[config.mk]
export PLATFORM = sky130hd
export DESIGN_NAME = iocst_engine
export DESIGN_NICKNAME = d
export VERILOG_FILES = /design/src/iocst_pkg.sv /design/src/iocst_engine.sv
export SDC_FILE = /design/constraint.sdc
export NUM_CORES = 1
export LEC_CHECK = 0
export ABC_AREA = 1
export BUFFER_PORTS_ARGS = -buffer_cell sky130_fd_sc_hd__buf_2
export CAP_MARGIN = 20
export CORE_UTILIZATION = 32
export CTS_CLUSTER_DIAMETER = 40
export DETAILED_ROUTE_END_ITERATION = 6
export PLACE_DENSITY_LB_ADDON = 0.1
export SYNTH_ARGS = -nofsm -noshare
export SYNTH_HDL_FRONTEND = slang
export SYNTH_SLANG_ARGS = --single-unit
export TNS_END_PERCENT = 10
[constraint.sdc]
create_clock -name clk_sys_i -period 5.7 [get_ports clk_sys_i]
set_input_delay 0.285 -clock clk_sys_i [delete_from_list [all_inputs] [get_ports clk_sys_i]]
set_output_delay 0.285 -clock clk_sys_i [all_outputs]
set_load 0.02 [all_outputs]
[src/iocst_pkg.sv]
/*
 * Constants for the search/translate transfer engine of an I/O channel controller.
 * Assumes bit 0 of each documented byte is its most significant bit, as printed.
 */
package iocst_pkg;
    // Controller order codes.
    localparam logic [2:0] COC_NONE = 3'h0;
    localparam logic [2:0] COC_XLATE = 3'h1;
    localparam logic [2:0] COC_XLATE_INT = 3'h5;
    localparam logic [2:0] COC_SEARCH = 3'h6;
    localparam logic [2:0] COC_BOTH = 3'h7;
    // Interrupt condition byte vector bit positions; printed bit n sits at vector bit 7-n.
    localparam int ICB_SEARCH_HIT = 7;
    localparam int ICB_COUNT_ZERO = 6;
    localparam int ICB_NOT_READY = 5;
    localparam int ICB_EOR = 4;
    localparam int ICB_ATTN = 3;
    localparam int ICB_ERROR = 2;
    localparam int ICB_CARRIER = 1;
    // Address bit that selects the upper 64K region.
    localparam int ADDR_UPPER_BIT = 15;
    // Move unit order byte fields (printed bit n sits at vector bit 7-n).
    localparam int MV_DIR_HI = 4;
    localparam int MV_DIR_LO = 3;
    localparam int MV_STEP = 2;
    localparam int MV_DIAG = 1;
    localparam int MV_NOINT = 0;
    localparam int EX_STB_UPPER = 6;
    localparam int EX_CRC = 4;
    localparam int EX_MASKTEST = 3;
    localparam logic [2:0] OP_MOVE = 3'h0;
    localparam logic [2:0] OP_OR = 3'h1;
    localparam logic [2:0] OP_AND = 3'h3;
    localparam logic [2:0] OP_XOR = 3'h5;
    localparam logic [15:0] CRC_POLY = 16'h8005;
    localparam logic [15:0] CRC_INIT = 16'h0000;
    localparam logic [16:0] ADDR_STEP = 17'h00001;
endpackage

[src/iocst_engine.sv]
/*
 * Per-character transfer engine: search, translate, mask/test ops, CRC, count and
 * interrupt gating. Assumes the processor memory port answers each table read with
 * mem_rvalid_i some cycles later and takes one read at a time; all inputs are on clk_sys_i.
 */
// Behaviour
// Order code zero passes characters unchanged, no search or translate.
// Code 1 translates every character, no interrupt from fetched MSB.
// Code 5 translates via translate base; fetched MSB one raises interrupt condition.
// Code 6 searches via search base; fetched MSB one sets interrupt condition.
// Code 7 searches then translates, both offset by the original character.
// Packet mask byte maps bit-for-bit onto interrupt condition byte.
// Interrupt raised only when mask AND condition byte is nonzero.
// Condition byte and interrupt stay until read-and-reset clears them when pending.
// Condition bits: hit, count zero, not ready, END_OF_RECORD, attention, error, carrier.
// First address from packet word 1; bit 15 selects upper region.
// Count holds negative length, increments per item, transfer ends at zero.
// Search address is character plus search table base.
// Search byte MSB set attempts a masked interrupt.
// Translation applies to every character in both directions.
// Translate reads base plus character and sends that byte instead.
// Count overflow arrives on the flag line qualified by the window strobe.
// Move bits 3,4 select source and destination halves; only bit 4 is used, choosing the output address half.
// Move bit 5 zero increments addresses, one decrements both.
// Move bit 6 selects normal move or diagnostic stack transfer.
// Move bit 7 set suppresses all move interrupts.
// Extended bit 1 places search base in upper memory.
// Extended bit 3 computes CRC over moved data for packet word seven.
// Extended bit 4 selects move with mask-and-test comparison.
// Extended bits 5-7 select move, OR, AND or XOR with the test byte.
// Unassigned order and operation codes behave like plain pass.
`timescale 1ns/10ps
module iocst_engine (
    input wire logic clk_sys_i,
    input wire logic rst_b_i,
    input wire logic start_i,
    input wire logic [7:0] order_byte_i,
    input wire logic [7:0] mask_byte_i,
    input wire logic [15:0] first_addr_i,
    input wire logic [15:0] count_i,
    input wire logic [15:0] xlate_base_i,
    input wire logic [15:0] search_base_i,
    input wire logic move_unit_i,
    input wire logic [7:0] ext_order_i,
    input wire logic [7:0] test_byte_i,
    input wire logic in_valid_i,
    output logic in_ready_o,
    input wire logic [7:0] in_data_i,
    output logic out_valid_o,
    input wire logic out_ready_i,
    output logic [7:0] out_data_o,
    output logic [16:0] out_addr_o,
    output logic mem_rd_o,
    output logic [16:0] mem_addr_o,
    input wire logic mem_rvalid_i,
    input wire logic [7:0] mem_rdata_i,
    input wire logic io_flag_i,
    input wire logic flag_window_i,
    input wire logic [6:0] dev_events_i,
    input wire logic read_reset_i,
    output logic [7:0] icb_o,
    output logic irq_o,
    output logic busy_o,
    output logic [15:0] count_o,
    output logic [15:0] crc_o,
    output logic diag_o
);
    typedef enum logic [3:0] {
        S_IDLE = 4'b0001,
        S_SRCH = 4'b0010,
        S_XLAT = 4'b0100,
        S_PUSH = 4'b1000
    } iocst_state_t;

    typedef struct packed {
        iocst_state_t st;
        logic [7:0] chr;
        logic [7:0] res;
        logic [16:0] addr;
        logic [15:0] cnt;
        logic [7:0] interrupt_condition_byte;
        logic irq;
        logic [15:0] crc;
        logic [1:0] vld;
        logic [7:0] b0;
        logic [7:0] b1;
        logic [16:0] a0;
        logic [16:0] a1;
        logic wp;
        logic rp;
        logic [1:0] ev_s1;
        logic [1:0] ev_s2;
    } iocst_regs_t;

    iocst_regs_t r_q;
    iocst_regs_t r_d;

    // Decodes search use from the order code; unassigned codes do neither.
    function automatic logic f_search(input logic [2:0] c);
        return (c == iocst_pkg::COC_SEARCH) || (c == iocst_pkg::COC_BOTH);
    endfunction
    function automatic logic f_xlate(input logic [2:0] c);
        return (c == iocst_pkg::COC_XLATE) || (c == iocst_pkg::COC_XLATE_INT) || (c == iocst_pkg::COC_BOTH);
    endfunction
    // One CRC step over a byte, MSB first.
    function automatic logic [15:0] f_crc(input logic [15:0] c, input logic [7:0] d);
        logic [15:0] v;
        v = c;
        for (int i = 7; i >= 0; i--)
        begin
            v = (v[15] ^ d[i]) ? ((v << 1) ^ iocst_pkg::CRC_POLY) : (v << 1);
        end
        return v;
    endfunction

    logic [2:0] controller_order_code;
    logic [2:0] op;
    logic blocked_int;
    logic [7:0] ev_sync;
    assign controller_order_code = order_byte_i[7:5];
    assign op = ext_order_i[2:0];
    assign blocked_int = move_unit_i && order_byte_i[iocst_pkg::MV_NOINT];

    // Two-entry output buffer handshakes.
    // Only one character is ever in flight, so a slot must be free when it is taken;
    // accepting with both slots full would overwrite a word the receiver has not seen.
    assign in_ready_o = (r_q.st == S_IDLE) && busy_o && (r_q.vld < 2'h2) && (r_q.cnt != 16'h0000);
    assign out_valid_o = r_q.vld != 2'h0;
    assign out_data_o = r_q.rp ? r_q.b1 : r_q.b0;
    assign out_addr_o = r_q.rp ? r_q.a1 : r_q.a0;
    assign mem_rd_o = (r_q.st == S_SRCH) || (r_q.st == S_XLAT);
    assign icb_o = r_q.interrupt_condition_byte;
    assign irq_o = r_q.irq;
    assign count_o = r_q.cnt;
    assign crc_o = r_q.crc;
    assign busy_o = r_q.cnt != 16'h0000;
    assign diag_o = move_unit_i && order_byte_i[iocst_pkg::MV_DIAG];
    // Flag and window are synchronised separately and only combined after the second stage.
    assign ev_sync = {1'b0, r_q.ev_s2[0] & r_q.ev_s2[1], 6'h00};

    // Table address: base plus character; search base region chosen by extended bit.
    always_comb
    begin
        if (r_q.st == S_SRCH)
        begin
            mem_addr_o = {move_unit_i && ext_order_i[iocst_pkg::EX_STB_UPPER], search_base_i}
                + {9'h000, r_q.chr};
        end
        else
        begin
            mem_addr_o = {1'b0, xlate_base_i} + {9'h000, r_q.chr};
        end
    end

    // Next-state logic for the whole engine.
    always_comb
    begin
        logic [7:0] newicb;
        logic push;
        logic pop;
        logic [7:0] val;
        newicb = 8'h00;
        push = 1'b0;
        pop = out_valid_o && out_ready_i;
        val = r_q.chr;
        r_d = r_q;
        r_d.ev_s1 = {flag_window_i, io_flag_i};
        r_d.ev_s2 = r_q.ev_s1;
        unique case (r_q.st)
            S_IDLE:
            begin
                if (in_valid_i && in_ready_o)
                begin
                    r_d.chr = in_data_i;
                    if (f_search(controller_order_code))
                        r_d.st = S_SRCH;
                    else if (f_xlate(controller_order_code))
                        r_d.st = S_XLAT;
                    else
                        r_d.st = S_PUSH;
                end
            end
            S_SRCH:
            begin
                if (mem_rvalid_i)
                begin
                    if (mem_rdata_i[7])
                        newicb[iocst_pkg::ICB_SEARCH_HIT] = 1'b1;
                    r_d.st = (controller_order_code == iocst_pkg::COC_BOTH) ? S_XLAT : S_PUSH;
                end
            end
            S_XLAT:
            begin
                if (mem_rvalid_i)
                begin
                    if (controller_order_code == iocst_pkg::COC_XLATE_INT && mem_rdata_i[7])
                        newicb[iocst_pkg::ICB_SEARCH_HIT] = 1'b1;
                    r_d.res = mem_rdata_i;
                    r_d.st = S_PUSH;
                end
            end
            S_PUSH:
            begin
                push = 1'b1;
                r_d.st = S_IDLE;
            end
            default:
                r_d.st = S_IDLE;
        endcase
        if (r_q.st == S_PUSH)
        begin
            val = f_xlate(controller_order_code) ? r_q.res : r_q.chr;
            if (move_unit_i && ext_order_i[iocst_pkg::EX_MASKTEST])
            begin
                unique case (op)
                    iocst_pkg::OP_OR: val = val | test_byte_i;
                    iocst_pkg::OP_AND: val = val & test_byte_i;
                    iocst_pkg::OP_XOR: val = val ^ test_byte_i;
                    default: val = val;
                endcase
            end
        end
        // Buffer fill and drain; both may happen in one cycle.
        if (push)
        begin
            if (r_q.wp)
            begin
                r_d.b1 = val;
                r_d.a1 = r_q.addr;
            end
            else
            begin
                r_d.b0 = val;
                r_d.a0 = r_q.addr;
            end
            r_d.wp = ~r_q.wp;
            r_d.cnt = r_q.cnt + 16'h0001;
            if (move_unit_i && order_byte_i[iocst_pkg::MV_STEP])
                r_d.addr = r_q.addr - iocst_pkg::ADDR_STEP;
            else
                r_d.addr = r_q.addr + iocst_pkg::ADDR_STEP;
            if (move_unit_i && ext_order_i[iocst_pkg::EX_CRC])
                r_d.crc = f_crc(r_q.crc, val);
        end
        if (pop)
            r_d.rp = ~r_q.rp;
        r_d.vld = r_q.vld + {1'b0, push} - {1'b0, pop};
        // Count overflow reported by processor side, plus device events.
        newicb = newicb | ev_sync | {1'b0, dev_events_i};
        if (push && r_q.cnt == 16'hFFFF)
            newicb[iocst_pkg::ICB_COUNT_ZERO] = 1'b1;
        if (start_i && busy_o)
            newicb[iocst_pkg::ICB_NOT_READY] = 1'b1;
        if (blocked_int)
            newicb = 8'h00;
        if (read_reset_i && r_q.irq)
            r_d.interrupt_condition_byte = newicb;
        else
            r_d.interrupt_condition_byte = r_q.interrupt_condition_byte | newicb;
        r_d.irq = |(r_d.interrupt_condition_byte & mask_byte_i);
        if (start_i && !busy_o)
        begin
            // Address: bit 15 of word 1 selects upper region, mapped to bit 16.
            r_d.addr = {first_addr_i[iocst_pkg::ADDR_UPPER_BIT], 1'b0, first_addr_i[14:0]};
            if (move_unit_i)
                r_d.addr[16] = order_byte_i[iocst_pkg::MV_DIR_LO];
            r_d.cnt = count_i;
            r_d.crc = iocst_pkg::CRC_INIT;
        end
        if (!rst_b_i)
        begin
            r_d = '0;
            r_d.st = S_IDLE;
        end
    end

    // Single state register; reset is folded in above.
    always_ff @(posedge clk_sys_i)
    begin
        r_q <= r_d;
    end

    // Transfer must stop at zero count: no new characters taken.
    count_stop_a: assert property (@(posedge clk_sys_i) disable iff (!rst_b_i)
        (r_q.cnt == 16'h0000) |-> !in_ready_o) else $error("character taken at zero count");
    // Interrupt reflects mask AND condition in the same cycle, unless the mask just changed.
    irq_gate_a: assert property (@(posedge clk_sys_i) disable iff (!rst_b_i)
        irq_o == |(icb_o & mask_byte_i) || $changed(mask_byte_i)) else $error("irq not gated by mask");
    // Code zero leaves a word in the output buffer after its push.
    pass_plain_a: assert property (@(posedge clk_sys_i) disable iff (!rst_b_i)
        (r_q.st == S_PUSH && controller_order_code == iocst_pkg::COC_NONE && !move_unit_i) |=> (r_q.vld != 2'h0)) else $error("pass lost");
    // Search code issues table read before push.
    search_read_a: assert property (@(posedge clk_sys_i) disable iff (!rst_b_i)
        (r_q.st == S_IDLE && in_valid_i && in_ready_o && controller_order_code == iocst_pkg::COC_SEARCH) |=> mem_rd_o) else $error("no search read");
    // Code one never flags a hit from the table.
    xlate_quiet_a: assert property (@(posedge clk_sys_i) disable iff (!rst_b_i)
        (r_q.st == S_XLAT && controller_order_code == iocst_pkg::COC_XLATE && mem_rvalid_i && !read_reset_i && dev_events_i == 7'h00
        && !r_q.interrupt_condition_byte[iocst_pkg::ICB_SEARCH_HIT]) |=> !r_q.interrupt_condition_byte[iocst_pkg::ICB_SEARCH_HIT]) else $error("code 1 hit");
    // Hit byte MSB sets the search bit.
    search_hit_a: assert property (@(posedge clk_sys_i) disable iff (!rst_b_i)
        (r_q.st == S_SRCH && mem_rvalid_i && mem_rdata_i[7] && !blocked_int) |=> r_q.interrupt_condition_byte[iocst_pkg::ICB_SEARCH_HIT]) else $error("hit lost");
    // Both-lookup code goes on to translate.
    both_order_a: assert property (@(posedge clk_sys_i) disable iff (!rst_b_i)
        (r_q.st == S_SRCH && mem_rvalid_i && controller_order_code == iocst_pkg::COC_BOTH) |=> r_q.st == S_XLAT) else $error("no translate");
    // Condition byte holds without a read-and-reset.
    icb_hold_a: assert property (@(posedge clk_sys_i) disable iff (!rst_b_i)
        (!read_reset_i && !start_i) |=> ((r_q.interrupt_condition_byte & $past(r_q.interrupt_condition_byte)) == $past(r_q.interrupt_condition_byte))) else $error("icb dropped");
    // The buffer never counts past two words.
    buf_bound_a: assert property (@(posedge clk_sys_i) disable iff (!rst_b_i)
        r_q.vld != 2'h3) else $error("buffer overfilled");
    // A full buffer refuses the next character.
    ready_full_a: assert property (@(posedge clk_sys_i) disable iff (!rst_b_i)
        (r_q.vld == 2'h2) |-> !in_ready_o) else $error("taken while full");
    // A waiting output word stays put until the receiver takes it.
    out_hold_a: assert property (@(posedge clk_sys_i) disable iff (!rst_b_i)
        (out_valid_o && !out_ready_i) |=> (out_valid_o && $stable(out_data_o))) else $error("output word lost");
    // A table read holds until it is answered.
    read_hold_a: assert property (@(posedge clk_sys_i) disable iff (!rst_b_i)
        (mem_rd_o && !mem_rvalid_i) |=> mem_rd_o) else $error("table read dropped");
    // The translated byte is what the table returned.
    xlate_take_a: assert property (@(posedge clk_sys_i) disable iff (!rst_b_i)
        (r_q.st == S_XLAT && mem_rvalid_i) |=> (r_q.res == $past(mem_rdata_i))) else $error("table byte lost");
    // Search-only goes straight to the buffer after its lookup.
    search_only_a: assert property (@(posedge clk_sys_i) disable iff (!rst_b_i)
        (r_q.st == S_SRCH && mem_rvalid_i && controller_order_code == iocst_pkg::COC_SEARCH) |=> r_q.st == S_PUSH) else $error("search only");
    // The last counted word raises the count-zero condition.
    count_zero_a: assert property (@(posedge clk_sys_i) disable iff (!rst_b_i)
        (r_q.st == S_PUSH && r_q.cnt == 16'hFFFF && !blocked_int)
        |=> r_q.interrupt_condition_byte[iocst_pkg::ICB_COUNT_ZERO]) else $error("count zero lost");
    // Inhibited moves raise no new condition bits.
    noint_quiet_a: assert property (@(posedge clk_sys_i) disable iff (!rst_b_i)
        blocked_int |=> ((r_q.interrupt_condition_byte & ~$past(r_q.interrupt_condition_byte)) == 8'h00)) else $error("inhibited interrupt set");
    // Decrement stepping walks the address down by one per word.
    step_down_a: assert property (@(posedge clk_sys_i) disable iff (!rst_b_i)
        (r_q.st == S_PUSH && move_unit_i && order_byte_i[iocst_pkg::MV_STEP] && !start_i)
        |=> (r_q.addr == $past(r_q.addr) - iocst_pkg::ADDR_STEP)) else $error("step down wrong");
endmodule // iocst_engine

; Word-level counts from Yosys, hierarchy flattened
; Cells that the tools add are included.
[word_totals]
ff_bits = 136
input_bits = 129
out_inout_bits = 88
elab_cells = 136
[op_classes]
addsub = 7
order_cmp = 1
n_eq_ne = 15
n_mux = 36
n_bitwise = 27
reduce_logical = 32
[ops]
columns = op, count
row1 = 2-to-1 mux 16 bit, 8
row2 = 2-to-1 mux 33 bit, 2
row3 = 2-to-1 mux 17 bit, 3
row4 = 2-to-1 mux 8 bit, 6
row5 = NOT 3 bit, 8
row6 = one-hot mux 8 bit (3 select lines), 1
row7 = 2-to-1 mux 4 bit, 5
row8 = adder 16 x 8 -> 17 bit, 1
row9 = adder 17 x 1 -> 17 bit (second input constant), 1
row10 = adder 17 x 8 -> 17 bit, 1
row11 = subtractor 17 x 1 -> 17 bit (second input constant), 1
row12 = adder 16 x 1 -> 16 bit (second input constant), 1
row13 = bitwise AND 8 bit, 2
row14 = equality test 16 bit (second input constant), 1
row15 = logical AND 1 bit, 16
row16 = OR 8 x 7 -> 8 bit, 2
row17 = OR 8 bit, 2
row18 = nonzero test 16 bit, 1
row19 = equality test 3 bit (second input constant), 4
row20 = 2-to-1 mux 12 bit, 1
row21 = one-hot mux 4 bit (3 select lines), 1
row22 = AND reduction 2 bit, 5
row23 = 2-to-1 mux 1 bit, 8
row24 = OR reduction 8 bit, 1
row25 = 21 further kinds, 36

; Longest topological paths before layout
; Gate-level depths: netlist (run 1).
[depth]
word_depth = 24
ltp_mapped = 32
depth_no_buf = 32

; Least setup slack after synthesis (run 1)
; Ideal clock, no wire load.
[synth_path]
path_kind = reg-to-output
startpoint = register r_q[135] (netlist bit)
endpoint = output port mem_addr_o[13]
t_arrival_ns = 3.272
required_time_ns = 5.415
path_slack_ns = 2.143
path_stages_with_launch = 19
path_buffers = 1
path_cell_list = dfxtp_1 -> nor2_1 -> inv_1 -> nor3_4 -> inv_2 -> clkbuf_1 -> nand2_1 -> nand2_1 -> ha_1 -> a21o_1 -> a21oi_1 -> o21ai_0 -> a21oi_1 -> o21bai_1 -> a21oi_1 -> or2_2 -> nor3_1 -> nand3_1 -> xnor2_1
[synth_between]
elab_chain_len = 2
[synth_rtl]
columns = element, line_no
row1 = "start, declared", iocst_engine.sv:95  ; iocst_regs_t r_q;
row2 = "start signal, assigned", iocst_engine.sv:280  ; r_q <= r_d;
row3 = equality test 4 x 2 -> 1 bit, iocst_engine.sv:144  ; if (r_q.st == S_SRCH)
row4 = 2-to-1 mux 17 bit, iocst_engine.sv:144
row5 = "end, declared", iocst_engine.sv:54  ; output logic [16:0] mem_addr_o,
; Every way passes these cells.

; Worst setup path in the final report (run 1)
[layout_path]
startpoint = register r_q[133] (netlist bit)
endpoint = output port mem_addr_o[15]
; The elaborated chain is that of the path after synthesis.

==> results of run 1 <==
[metal layers]
metal | wire [µm] | global-route usage, %
met3 | 926 | 2.70
met4 | 534 | 6.92
met1 | 12000 | 24.9
met5 | 0 | 0
met2 | 11900 | 32.0
[registers in the layout, summed over array words and instances, names as in the netlist]
| name | cells |
|---|---|
| crc_o | 16 |
| r_q | 95 |
| irq_o | 1 |
| icb_o | 8 |
| count_o | 16 |
[cell usage in the layout, fill, tap and decap left out, types with 3 or more instances in the layout]
master	count
sky130_fd_sc_hd__a211oi_1	4
sky130_fd_sc_hd__a21oi_1	107
sky130_fd_sc_hd__a221oi_1	6
sky130_fd_sc_hd__a31oi_1	12
sky130_fd_sc_hd__buf_2	213
sky130_fd_sc_hd__buf_4	6
sky130_fd_sc_hd__bufinv_16	3
sky130_fd_sc_hd__clkbuf_16	17
sky130_fd_sc_hd__clkbuf_8	3
sky130_fd_sc_hd__clkinvlp_4	4
sky130_fd_sc_hd__dfxtp_1	136
sky130_fd_sc_hd__ha_1	43
sky130_fd_sc_hd__inv_1	199
sky130_fd_sc_hd__inv_2	10
sky130_fd_sc_hd__inv_6	4
sky130_fd_sc_hd__nand2_1	226
sky130_fd_sc_hd__nand2_2	7
sky130_fd_sc_hd__nand2_4	3
sky130_fd_sc_hd__nand3_1	42
sky130_fd_sc_hd__nand3_2	11
sky130_fd_sc_hd__nand4_1	9
sky130_fd_sc_hd__nor2_1	54
sky130_fd_sc_hd__nor3_1	9
sky130_fd_sc_hd__nor4_1	4
sky130_fd_sc_hd__o2111ai_1	3
sky130_fd_sc_hd__o211ai_1	8
sky130_fd_sc_hd__o21ai_0	117
sky130_fd_sc_hd__o21ai_2	8
sky130_fd_sc_hd__o21bai_1	4
sky130_fd_sc_hd__o221ai_1	9
sky130_fd_sc_hd__o22ai_1	26
sky130_fd_sc_hd__or2_2	7
sky130_fd_sc_hd__xnor2_1	6
sky130_fd_sc_hd__xor2_1	31
[layout make-up]
class | count | area, µm²
Fill cell | 2826 | 15800
Multi-Input combinational cell | 782 | 4490
Sequential cell | 136 | 2720
Timing Repair Buffer | 220 | 1140
Inverter | 212 | 803
Clock buffer | 20 | 467
Tap cell | 335 | 419
Clock inverter | 12 | 164
Antenna cell | 1 | 2.50
[logic make-up (layout without fill, tap and decap cells)]
kind of cell             after synthesis  after routing  synth area share (%)
AND/OR/NAND/NOR                      379            379                  19.7
AO/OA/AOI/OAI                        316            316                  21.2
buffers and inverters                297            464                  15.3
flip-flops                           136            136                  32.0
adder cells (fa/ha/maj)               45             45                  6.79
XOR/XNOR                              41             41                  4.83
multiplexers                           1              1                 0.118
other                                  0              1                     0
[report_power, final]
group | internal (W) | switching [W] | leakage (nW)
Combinational | 0.000588 | 0.00119 | 3.45
Clock | 0.000729 | 0.000461 | 0.296
Sequential | 0.00109 | 0.000132 | 1.10
Total | 0.00241 | 0.00178 | 4.85
[critical path, cell delays in order, from the launching register on]
cell                       delay [ns]
sky130_fd_sc_hd__dfxtp_1         0.38
sky130_fd_sc_hd__inv_2           0.07
sky130_fd_sc_hd__nor3_4          0.15
sky130_fd_sc_hd__buf_4           0.26
sky130_fd_sc_hd__inv_2           0.20
sky130_fd_sc_hd__nand2_1         0.10
sky130_fd_sc_hd__nand2_1         0.09
sky130_fd_sc_hd__ha_1            0.28
sky130_fd_sc_hd__a21o_1          0.10
sky130_fd_sc_hd__a21oi_1         0.08
sky130_fd_sc_hd__o21ai_0         0.27
sky130_fd_sc_hd__a21oi_1         0.11
sky130_fd_sc_hd__o21bai_1        0.21
sky130_fd_sc_hd__a21oi_1         0.09
sky130_fd_sc_hd__or2_2           0.30
sky130_fd_sc_hd__nor3_1          0.29
sky130_fd_sc_hd__nand3_1         0.17
sky130_fd_sc_hd__nor2_1          0.14
sky130_fd_sc_hd__xnor2_1         0.12
sky130_fd_sc_hd__buf_2           0.18
[final timing paths]
kind	startpoint	endpoint	slack, ns	cells past startpoint
max	r_q[133]	mem_addr_o[15]	1.38	19
min	flag_window_i	r_q[3]	0.04	3
max reg2reg	count_o[9]	r_q[101]	2.25	9
min reg2reg	r_q[3]	r_q[1]	0.41	2
[stage by stage]
| stage | utilization, % | cell area (µm²) | setup WS (ns) | cells |
|---|---|---|---|---|
| after floorplan | - | 8520 | 2.14 | 1215 |
| after global placement | 36.6 | 9550 | 1.80 | 1684 |
| after detailed placement | 36.6 | 9550 | 1.80 | 1684 |
| after CTS | 39.1 | 10200 | 1.34 | 1716 |
| after global routing | 39.2 | 10200 | 0.925 | 1718 |
| final | 39.2 | 10200 | 1.38 | 1718 |
==> flow_summary.html, run 1 <==
<table>
<tr><th>Metric</th><th>Value</th></tr>
<tr><th colspan="2">Outcome</th></tr>
<tr><td>Outcome</td><td>finished clean</td></tr>
<tr><th colspan="2">Global routing</th></tr>
<tr><td>Via count of the first global-routing pass</td><td>around 7700</td></tr>
<tr><td>Antenna violations before repair</td><td>1</td></tr>
<tr><td>Pin count of the biggest net entering global routing</td><td>between 40 and 50</td></tr>
<tr><td>Global-route wire length before repair</td><td>40100 µm</td></tr>
<tr><td>Global-route total usage across every layer</td><td>19.1%</td></tr>
<tr><td>Overflow left after global routing</td><td>0</td></tr>
<tr><th colspan="2">Yosys</th></tr>
<tr><td>Async S/R FF share, synth</td><td>0%</td></tr>
<tr><td>Count of cell types in the netlist</td><td>54</td></tr>
<tr><td>Net count after synthesis</td><td>1389</td></tr>
<tr><td>Netlist area before placement</td><td>around 8500 µm²</td></tr>
<tr><td>Most used flip-flop cell after synthesis</td><td>sky130_fd_sc_hd__dfxtp_1</td></tr>
<tr><td>Seq/Total Area, Yosys</td><td>about a third</td></tr>
<tr><td>Total number of yosys warnings</td><td>0</td></tr>
<tr><td>Leading cell types by count after synthesis</td><td>226 x sky130_fd_sc_hd__nand2_1, 199 x sky130_fd_sc_hd__inv_1, 136 x sky130_fd_sc_hd__dfxtp_1</td></tr>
<tr><td>Yosys top cell area share</td><td>between 30% and 40%</td></tr>
<tr><td>Number of enable-type register cells in the synthesized netlist</td><td>0</td></tr>
<tr><td>Cells taking the most area after synthesis</td><td>sky130_fd_sc_hd__dfxtp_1 32%, sky130_fd_sc_hd__nand2_1 10%, sky130_fd_sc_hd__inv_1 8.8%</td></tr>
<tr><td>Synth area leader</td><td>sky130_fd_sc_hd__dfxtp_1</td></tr>
<tr><td>Post-synthesis register bit count</td><td>about 140</td></tr>
<tr><td>Cells after synthesis</td><td>around 1200</td></tr>
<tr><td>Cell with the most instances after synthesis</td><td>sky130_fd_sc_hd__nand2_1</td></tr>
<tr><td>Post-synthesis average cell area</td><td>7.01 µm²</td></tr>
<tr><th colspan="2">CTS</th></tr>
<tr><td>CTS buffer count</td><td>17</td></tr>
<tr><td>CTS tree</td><td>yes</td></tr>
<tr><td>Buffer cell driving the clock tree root</td><td>sky130_fd_sc_hd__clkbuf_16</td></tr>
<tr><td>Setup Fix Bufs, Post-CTS</td><td>0</td></tr>
<tr><td>Number of buffers on the longest clock path</td><td>2</td></tr>
<tr><td>Clk pin slew, worst setup/hold paths</td><td>approximately 0.07 ns</td></tr>
<tr><td>Number of clock sinks</td><td>about 140</td></tr>
<tr><td>Hold-fix buffers at CTS</td><td>0</td></tr>
<tr><td>Number of H-tree levels</td><td>4</td></tr>
<tr><td>Clock latency at the later pin of the worst-skew pair</td><td>0.43 ns</td></tr>
<tr><td>Post-cts repair resize count</td><td>0</td></tr>
<tr><th colspan="2">Floorplan</th></tr>
<tr><td>Die footprint</td><td>around 27000 µm²</td></tr>
<tr><td>Initial Util</td><td>about 33%</td></tr>
<tr><td>Die Y-Extent</td><td>165 µm</td></tr>
<tr><td>CORE AREA</td><td>~26000 µm²</td></tr>
<tr><td>Site Rows</td><td>~60</td></tr>
<tr><td>Die X-Extent</td><td>around 170 µm</td></tr>
<tr><td>IO Pins</td><td>about 220</td></tr>
<tr><th colspan="2">Final layout</th></tr>
<tr><td>NumNets Final</td><td>1543</td></tr>
<tr><td>Fraction of layout instances using a drive strength above 1</td><td>between 20% and 30%</td></tr>
<tr><td>Area overhead of the layout relative to synthesis</td><td>19.9%</td></tr>
<tr><th colspan="2">Placement</th></tr>
<tr><td>Count of buffers inserted at the top-level ports</td><td>around 210</td></tr>
<tr><td>HPWL reported at the end of detailed placement</td><td>about 19000 µm</td></tr>
<tr><td>Weighted congestion reported at the end of routability-driven placement</td><td>0.807</td></tr>
<tr><th colspan="2">STA</th></tr>
<tr><td>Transition time of the tightest slew-check pin</td><td>between 0.9 and 1 ns</td></tr>
<tr><td>Min Clock Period, post-route</td><td>approximately 4.3 ns</td></tr>
<tr><td>Worst hold-check slack</td><td>between 0.03 and 0.04 ns</td></tr>
<tr><td>Number of hold violations in the final report</td><td>0</td></tr>
<tr><td>Final setup violating endpoints</td><td>0</td></tr>
<tr><td>FMAX</td><td>between 200 and 250 MHz</td></tr>
<tr><td>Unrepaired setup endpoints after global routing</td><td>no</td></tr>
<tr><td>Max-slew violations</td><td>0</td></tr>
<tr><td>Largest clock skew in the final design</td><td>roughly 0.024 ns</td></tr>
<tr><td>Worst-case headroom to the max-slew limit</td><td>37.2%</td></tr>
<tr><td>Post-route clock period utilization</td><td>around three quarters</td></tr>
<tr><td>Setup tns final</td><td>0 ns</td></tr>
<tr><th colspan="2">Detailed routing</th></tr>
<tr><td>Number of optimization iterations in the first detailed-route pass</td><td>5</td></tr>
<tr><td>Total length of routed wires</td><td>approximately 25000 µm</td></tr>
<tr><td>WL/cell</td><td>around 15 µm</td></tr>
<tr><td># DRC</td><td>0</td></tr>
<tr><td>Remaining number of nets flagged by the antenna check after routing</td><td>0</td></tr>
<tr><td>Initial DRC Count</td><td>between 300 and 400</td></tr>
<tr><td>Vias per cell</td><td>roughly 4.7</td></tr>
<tr><td>Via total after detailed routing</td><td>8060</td></tr>
<tr><th colspan="2">Worst setup path</th></tr>
<tr><td>Required arrival time at the worst endpoint</td><td>approximately 5.4 ns</td></tr>
<tr><td>Maximum fanout along the worst path</td><td>19</td></tr>
<tr><td>Data arrival at the endpoint of the critical path</td><td>around 4.0 ns</td></tr>
<tr><td>CP Launch Type</td><td>register</td></tr>
<tr><td>Setup crit end kind</td><td>output pin</td></tr>
<tr><td>Critical setup path kind</td><td>reg -&gt; out</td></tr>
<tr><th colspan="2">Hold path</th></tr>
<tr><td>Class of the most critical hold timing path</td><td>in -&gt; reg</td></tr>
<tr><th colspan="2">Power</th></tr>
<tr><td>Overall power of the completed layout</td><td>roughly 0.0042 W</td></tr>
<tr><td>Power density over the cells</td><td>about 400 nW/µm²</td></tr>
<tr><td>Leak Pwr</td><td>roughly 4.9 nW</td></tr>
<tr><td>Maximum ir drop on the vdd rail</td><td>between 0.0002 and 0.00025 V</td></tr>
<tr><th colspan="2">Run</th></tr>
<tr><td>MaxCap Viol Count</td><td>0</td></tr>
</table>
No activity file was read; power rests on OpenSTA's default activity.
==> run 2: changes to the inputs <==
==> constraint.sdc (replaced) <==
create_clock -name clk_sys_i -period 3.5 [get_ports clk_sys_i]
set_input_delay 0.175 -clock clk_sys_i [delete_from_list [all_inputs] [get_ports clk_sys_i]]
set_output_delay 0.175 -clock clk_sys_i [all_outputs]
set_load 0.02 [all_outputs]
==> flow_summary.html, run 2 (synthesis gave the netlist of run 1 again) <==
<table>
<tr><th>Metric</th><th>Value</th></tr>
<tr><th colspan="2">Outcome</th></tr>
<tr><td>Outcome</td><td>complete, but fails checks (was finished clean)</td></tr>
<tr><td>Failing checks</td><td>negative setup slack</td></tr>
<tr><th colspan="2">Worst setup path</th></tr>
<tr><td>Data arrival at the endpoint of the critical path</td><td>3.36 ns (was 4.03 ns)</td></tr>
<tr><td>Setup crit end kind</td><td>output pin (unchanged)</td></tr>
<tr><td>CP Launch Type</td><td>register (unchanged)</td></tr>
<tr><td>Slowest cell on the critical path</td><td>sky130_fd_sc_hd__dfxtp_2 (was sky130_fd_sc_hd__dfxtp_1)</td></tr>
<tr><td>Critical setup path kind</td><td>reg -&gt; out (unchanged)</td></tr>
<tr><td>Largest stage delay on the critical path</td><td>0.33 ns (was 0.38 ns)</td></tr>
<tr><td>Required arrival time at the worst endpoint</td><td>3.32 ns (was 5.41 ns)</td></tr>
<tr><td>Ordered cell list for the critical path</td><td>nor2_2 -&gt; inv_2 -&gt; nor3_4 -&gt; buf_4 -&gt; nand2_1 -&gt; nand2_1 -&gt; ha_1 -&gt; a21o_1 -&gt; a21oi_2 -&gt; o21ai_2 -&gt; a21oi_2 -&gt; o21bai_1 -&gt; a21oi_1 -&gt; or2_4 -&gt; nor3_4 -&gt; nand3_2 -&gt; nor2_2 -&gt; xnor2_1 -&gt; buf_4 (was inv_2 -&gt; nor3_4 -&gt; buf_4 -&gt; inv_2 -&gt; nand2_1 -&gt; nand2_1 -&gt; ha_1 -&gt; a21o_1 -&gt; a21oi_1 -&gt; o21ai_0 -&gt; a21oi_1 -&gt; o21bai_1 -&gt; a21oi_1 -&gt; or2_2 -&gt; nor3_1 -&gt; nand3_1 -&gt; nor2_1 -&gt; xnor2_1 -&gt; buf_2)</td></tr>
<tr><td>Maximum fanout along the worst path</td><td>8 (was 19)</td></tr>
<tr><th colspan="2">Power</th></tr>
<tr><td>Switching power total</td><td>0.00298 W (was 0.00178 W)</td></tr>
<tr><td>Internal Dissipation</td><td>0.00396 W (was 0.00241 W)</td></tr>
<tr><td>Power density over the cells</td><td>659 nW/µm² (was 410 nW/µm²)</td></tr>
<tr><td>Leak Pwr</td><td>5.00 nW (was 4.85 nW)</td></tr>
<tr><td>Sequential Power Share</td><td>28.7% (was 29.1%)</td></tr>
<tr><td>Maximum ir drop on the vdd rail</td><td>0.000314 V (was 0.000217 V)</td></tr>
<tr><td>Clock share of power</td><td>27.3% (was 28.4%)</td></tr>
<tr><td>Sw Share</td><td>43.0% (was 42.6%)</td></tr>
<tr><td>Part of the total power dissipated in combinational logic</td><td>44.0% (was 42.5%)</td></tr>
<tr><td>Overall power of the completed layout</td><td>0.00694 W (was 0.00419 W)</td></tr>
<tr><th colspan="2">CTS</th></tr>
<tr><td>Buffer cell driving the clock tree root</td><td>sky130_fd_sc_hd__clkbuf_16 (unchanged)</td></tr>
<tr><td>Number of clock sinks</td><td>136 (unchanged)</td></tr>
<tr><td>CTS buffer count</td><td>17 (unchanged)</td></tr>
<tr><td>Clock latency at the later pin of the worst-skew pair</td><td>0.43 ns (about the same)</td></tr>
<tr><td>Number of H-tree levels</td><td>4 (unchanged)</td></tr>
<tr><td>Number of buffers on the longest clock path</td><td>2 (unchanged)</td></tr>
<tr><td>CTS tree</td><td>yes (unchanged)</td></tr>
<tr><td>Clk pin slew, worst setup/hold paths</td><td>0.07 ns (about the same)</td></tr>
<tr><th colspan="2">Placement</th></tr>
<tr><td>Weighted congestion reported at the end of routability-driven placement</td><td>0.801 (was 0.807)</td></tr>
<tr><td>Count of buffers inserted at the top-level ports</td><td>213 (unchanged)</td></tr>
<tr><td>HPWL reported at the end of detailed placement</td><td>19400 µm (was 19000 µm)</td></tr>
<tr><td>Placement-stage cell area</td><td>9660 µm² (was 9550 µm²)</td></tr>
<tr><th colspan="2">Detailed routing</th></tr>
<tr><td>Number of optimization iterations in the first detailed-route pass</td><td>5 (unchanged)</td></tr>
<tr><td>Initial DRC Count</td><td>379 (was 383)</td></tr>
<tr><td>WL/cell</td><td>14.8 µm (about the same)</td></tr>
<tr><td>Remaining number of nets flagged by the antenna check after routing</td><td>0 (unchanged)</td></tr>
<tr><td>Via total after detailed routing</td><td>8236 (was 8060)</td></tr>
<tr><td>Vias per cell</td><td>4.71 (was 4.69)</td></tr>
<tr><td>Total length of routed wires</td><td>25900 µm (was 25400 µm)</td></tr>
<tr><td># DRC</td><td>0 (unchanged)</td></tr>
<tr><th colspan="2">STA</th></tr>
<tr><td>Unrepaired setup endpoints after global routing</td><td>yes (was no)</td></tr>
<tr><td>Transition time of the tightest slew-check pin</td><td>0.631 ns (was 0.933 ns)</td></tr>
<tr><td>Post-route clock period utilization</td><td>101%</td></tr>
<tr><td>Min Clock Period, post-route</td><td>roughly 3.5 ns</td></tr>
<tr><td>Number of hold violations in the final report</td><td>0 (unchanged)</td></tr>
<tr><td>Worst-case headroom to the max-slew limit</td><td>57.9% (was 37.2%)</td></tr>
<tr><td>Largest clock skew in the final design</td><td>0.0165 ns (was 0.0241 ns)</td></tr>
<tr><td>Setup tns final</td><td>-0.0393 ns (was 0 ns)</td></tr>
<tr><td>Final setup violating endpoints</td><td>2 (was 0)</td></tr>
<tr><td>FMAX</td><td>about 280 MHz</td></tr>
<tr><td>Worst hold-check slack</td><td>0.0202 ns (was 0.0359 ns)</td></tr>
<tr><td>Final setup slack of the worst path</td><td>-0.0342 ns (was 1.38 ns)</td></tr>
<tr><td>Max-slew violations</td><td>0 (unchanged)</td></tr>
<tr><th colspan="2">Final layout</th></tr>
<tr><td>Post-layout util</td><td>40.4% (was 39.2%)</td></tr>
<tr><td>Layout filler cell count</td><td>2853 (was 2826)</td></tr>
<tr><td>Fraction of layout instances using a drive strength above 1</td><td>25.2% (was 22.6%)</td></tr>
<tr><td>NumNets Final</td><td>1573 (was 1543)</td></tr>
<tr><td>Cell area after layout</td><td>10500 µm² (was 10200 µm²)</td></tr>
<tr><td>Diodes inserted</td><td>0 (was 1)</td></tr>
<tr><td>Max reg flops</td><td>95 (unchanged)</td></tr>
<tr><td>Commonest non-fill, non-tap cell in the layout</td><td>sky130_fd_sc_hd__nand2_1 (unchanged)</td></tr>
<tr><td>Largest register by flop count</td><td>r_q (unchanged)</td></tr>
<tr><td>Area overhead of the layout relative to synthesis</td><td>23.6% (was 19.9%)</td></tr>
<tr><td>Leading cell types in the layout, fill and taps excluded</td><td>224 x sky130_fd_sc_hd__nand2_1, 207 x sky130_fd_sc_hd__buf_2, 198 x sky130_fd_sc_hd__inv_1 (was 226 x sky130_fd_sc_hd__nand2_1, 213 x sky130_fd_sc_hd__buf_2, 199 x sky130_fd_sc_hd__inv_1)</td></tr>
<tr><th colspan="2">Floorplan</th></tr>
<tr><td>IO Pins</td><td>217 (unchanged)</td></tr>
<tr><td>CORE AREA</td><td>26100 µm² (unchanged)</td></tr>
<tr><td>Die X-Extent</td><td>165 µm (unchanged)</td></tr>
<tr><td>Site Rows</td><td>59 (unchanged)</td></tr>
<tr><td>Initial Util</td><td>32.7% (unchanged)</td></tr>
<tr><td>Die footprint</td><td>27300 µm² (unchanged)</td></tr>
<tr><td>Die Y-Extent</td><td>165 µm (unchanged)</td></tr>
<tr><th colspan="2">Global routing</th></tr>
<tr><td>Overflow left after global routing</td><td>0 (unchanged)</td></tr>
<tr><td>Antenna violations before repair</td><td>0 (was 1)</td></tr>
<tr><td>Global-route wire length before repair</td><td>40200 µm (was 40100 µm)</td></tr>
<tr><td>Pin count of the biggest net entering global routing</td><td>41 (was 45)</td></tr>
<tr><td>Via count of the first global-routing pass</td><td>7722 (was 7705)</td></tr>
<tr><td>Global-route total usage across every layer</td><td>19.1% (about the same)</td></tr>
<tr><th colspan="2">Run</th></tr>
<tr><td>MaxCap Viol Count</td><td>0 (unchanged)</td></tr>
<tr><th colspan="2">Hold path</th></tr>
<tr><td>Class of the most critical hold timing path</td><td>in -&gt; reg (unchanged)</td></tr>
</table>
run 2: through the flow:
| stage | instances | setup WS [ns] |
|---|---|---|
| 2_1_floorplan | 1215 | 0.0535 |
| 6_report | 1747 | -0.0342 |
| 4_1_cts | 1740 | -0.0296 |
| 3_3_place_gp | 1699 | 0.153 |
| 5_1_grt | 1747 | -0.295 |
| 3_5_place_dp | 1699 | 0.0742 |
run 2: repair_timing:
action	in CTS	in global routing
gates cloned	0	0
hold buffers	6	0
setup buffers	3	7
resized for setup	13	18
hold endpoints to repair	6	0
endpoints found under the setup margin	7	8
pin swaps	3	15
run 2: worst paths after layout:
kind                                       from              to  slack, ns  cells past startpoint
worst max register to register         r_q[130]       crc_o[15]       0.62                     29
worst min register to register           r_q[3]          r_q[1]       0.41                      2
worst max-delay path                   r_q[135]  mem_addr_o[15]      -0.03                     19
worst min-delay path            first_addr_i[9]        r_q[108]       0.02                      3
run 2: final cells by class:
class | count | area, µm² | share of cell area [%]
Clock buffer | 17 | 425 | 4.04
Clock inverter | 15 | 194 | 1.84
Inverter | 212 | 803 | 7.63
Multi-Input combinational cell | 782 | 4580 | 43.5
Sequential cell | 136 | 2720 | 25.9
Tap cell | 335 | 419 | 3.98
Timing Repair Buffer | 250 | 1380 | 13.1
run 2: power groups by stage:
stage               logic, W  registers, W  clock network [W]
floorplan            0.00221       0.00195                  0
global placement     0.00296       0.00203                  0
detailed placement   0.00298       0.00202                  0
CTS                  0.00303       0.00199            0.00195
global route         0.00342       0.00202            0.00202
finish               0.00306       0.00199            0.00190
run 2: routing by layer:
metal	GRT usage, %	vias up	wire, µm
met5	0	-	0
met4	4.38	0	295
met3	3.42	21	997
met2	32.7	155	12500
met1	24.7	3760	12200
li1	-	4300	-
run 2: worst max-delay path: cells and delay by family (launching register included):
family,cells,cell delay [ns]
xor gates and xnor gates,1,0.12
adders and majority gates,1,0.19
and+or+nand+nor,8,1.18
buffers and inverters,3,0.41
DFF,1,0.33
AOI/OAI and AO/OA,6,0.73
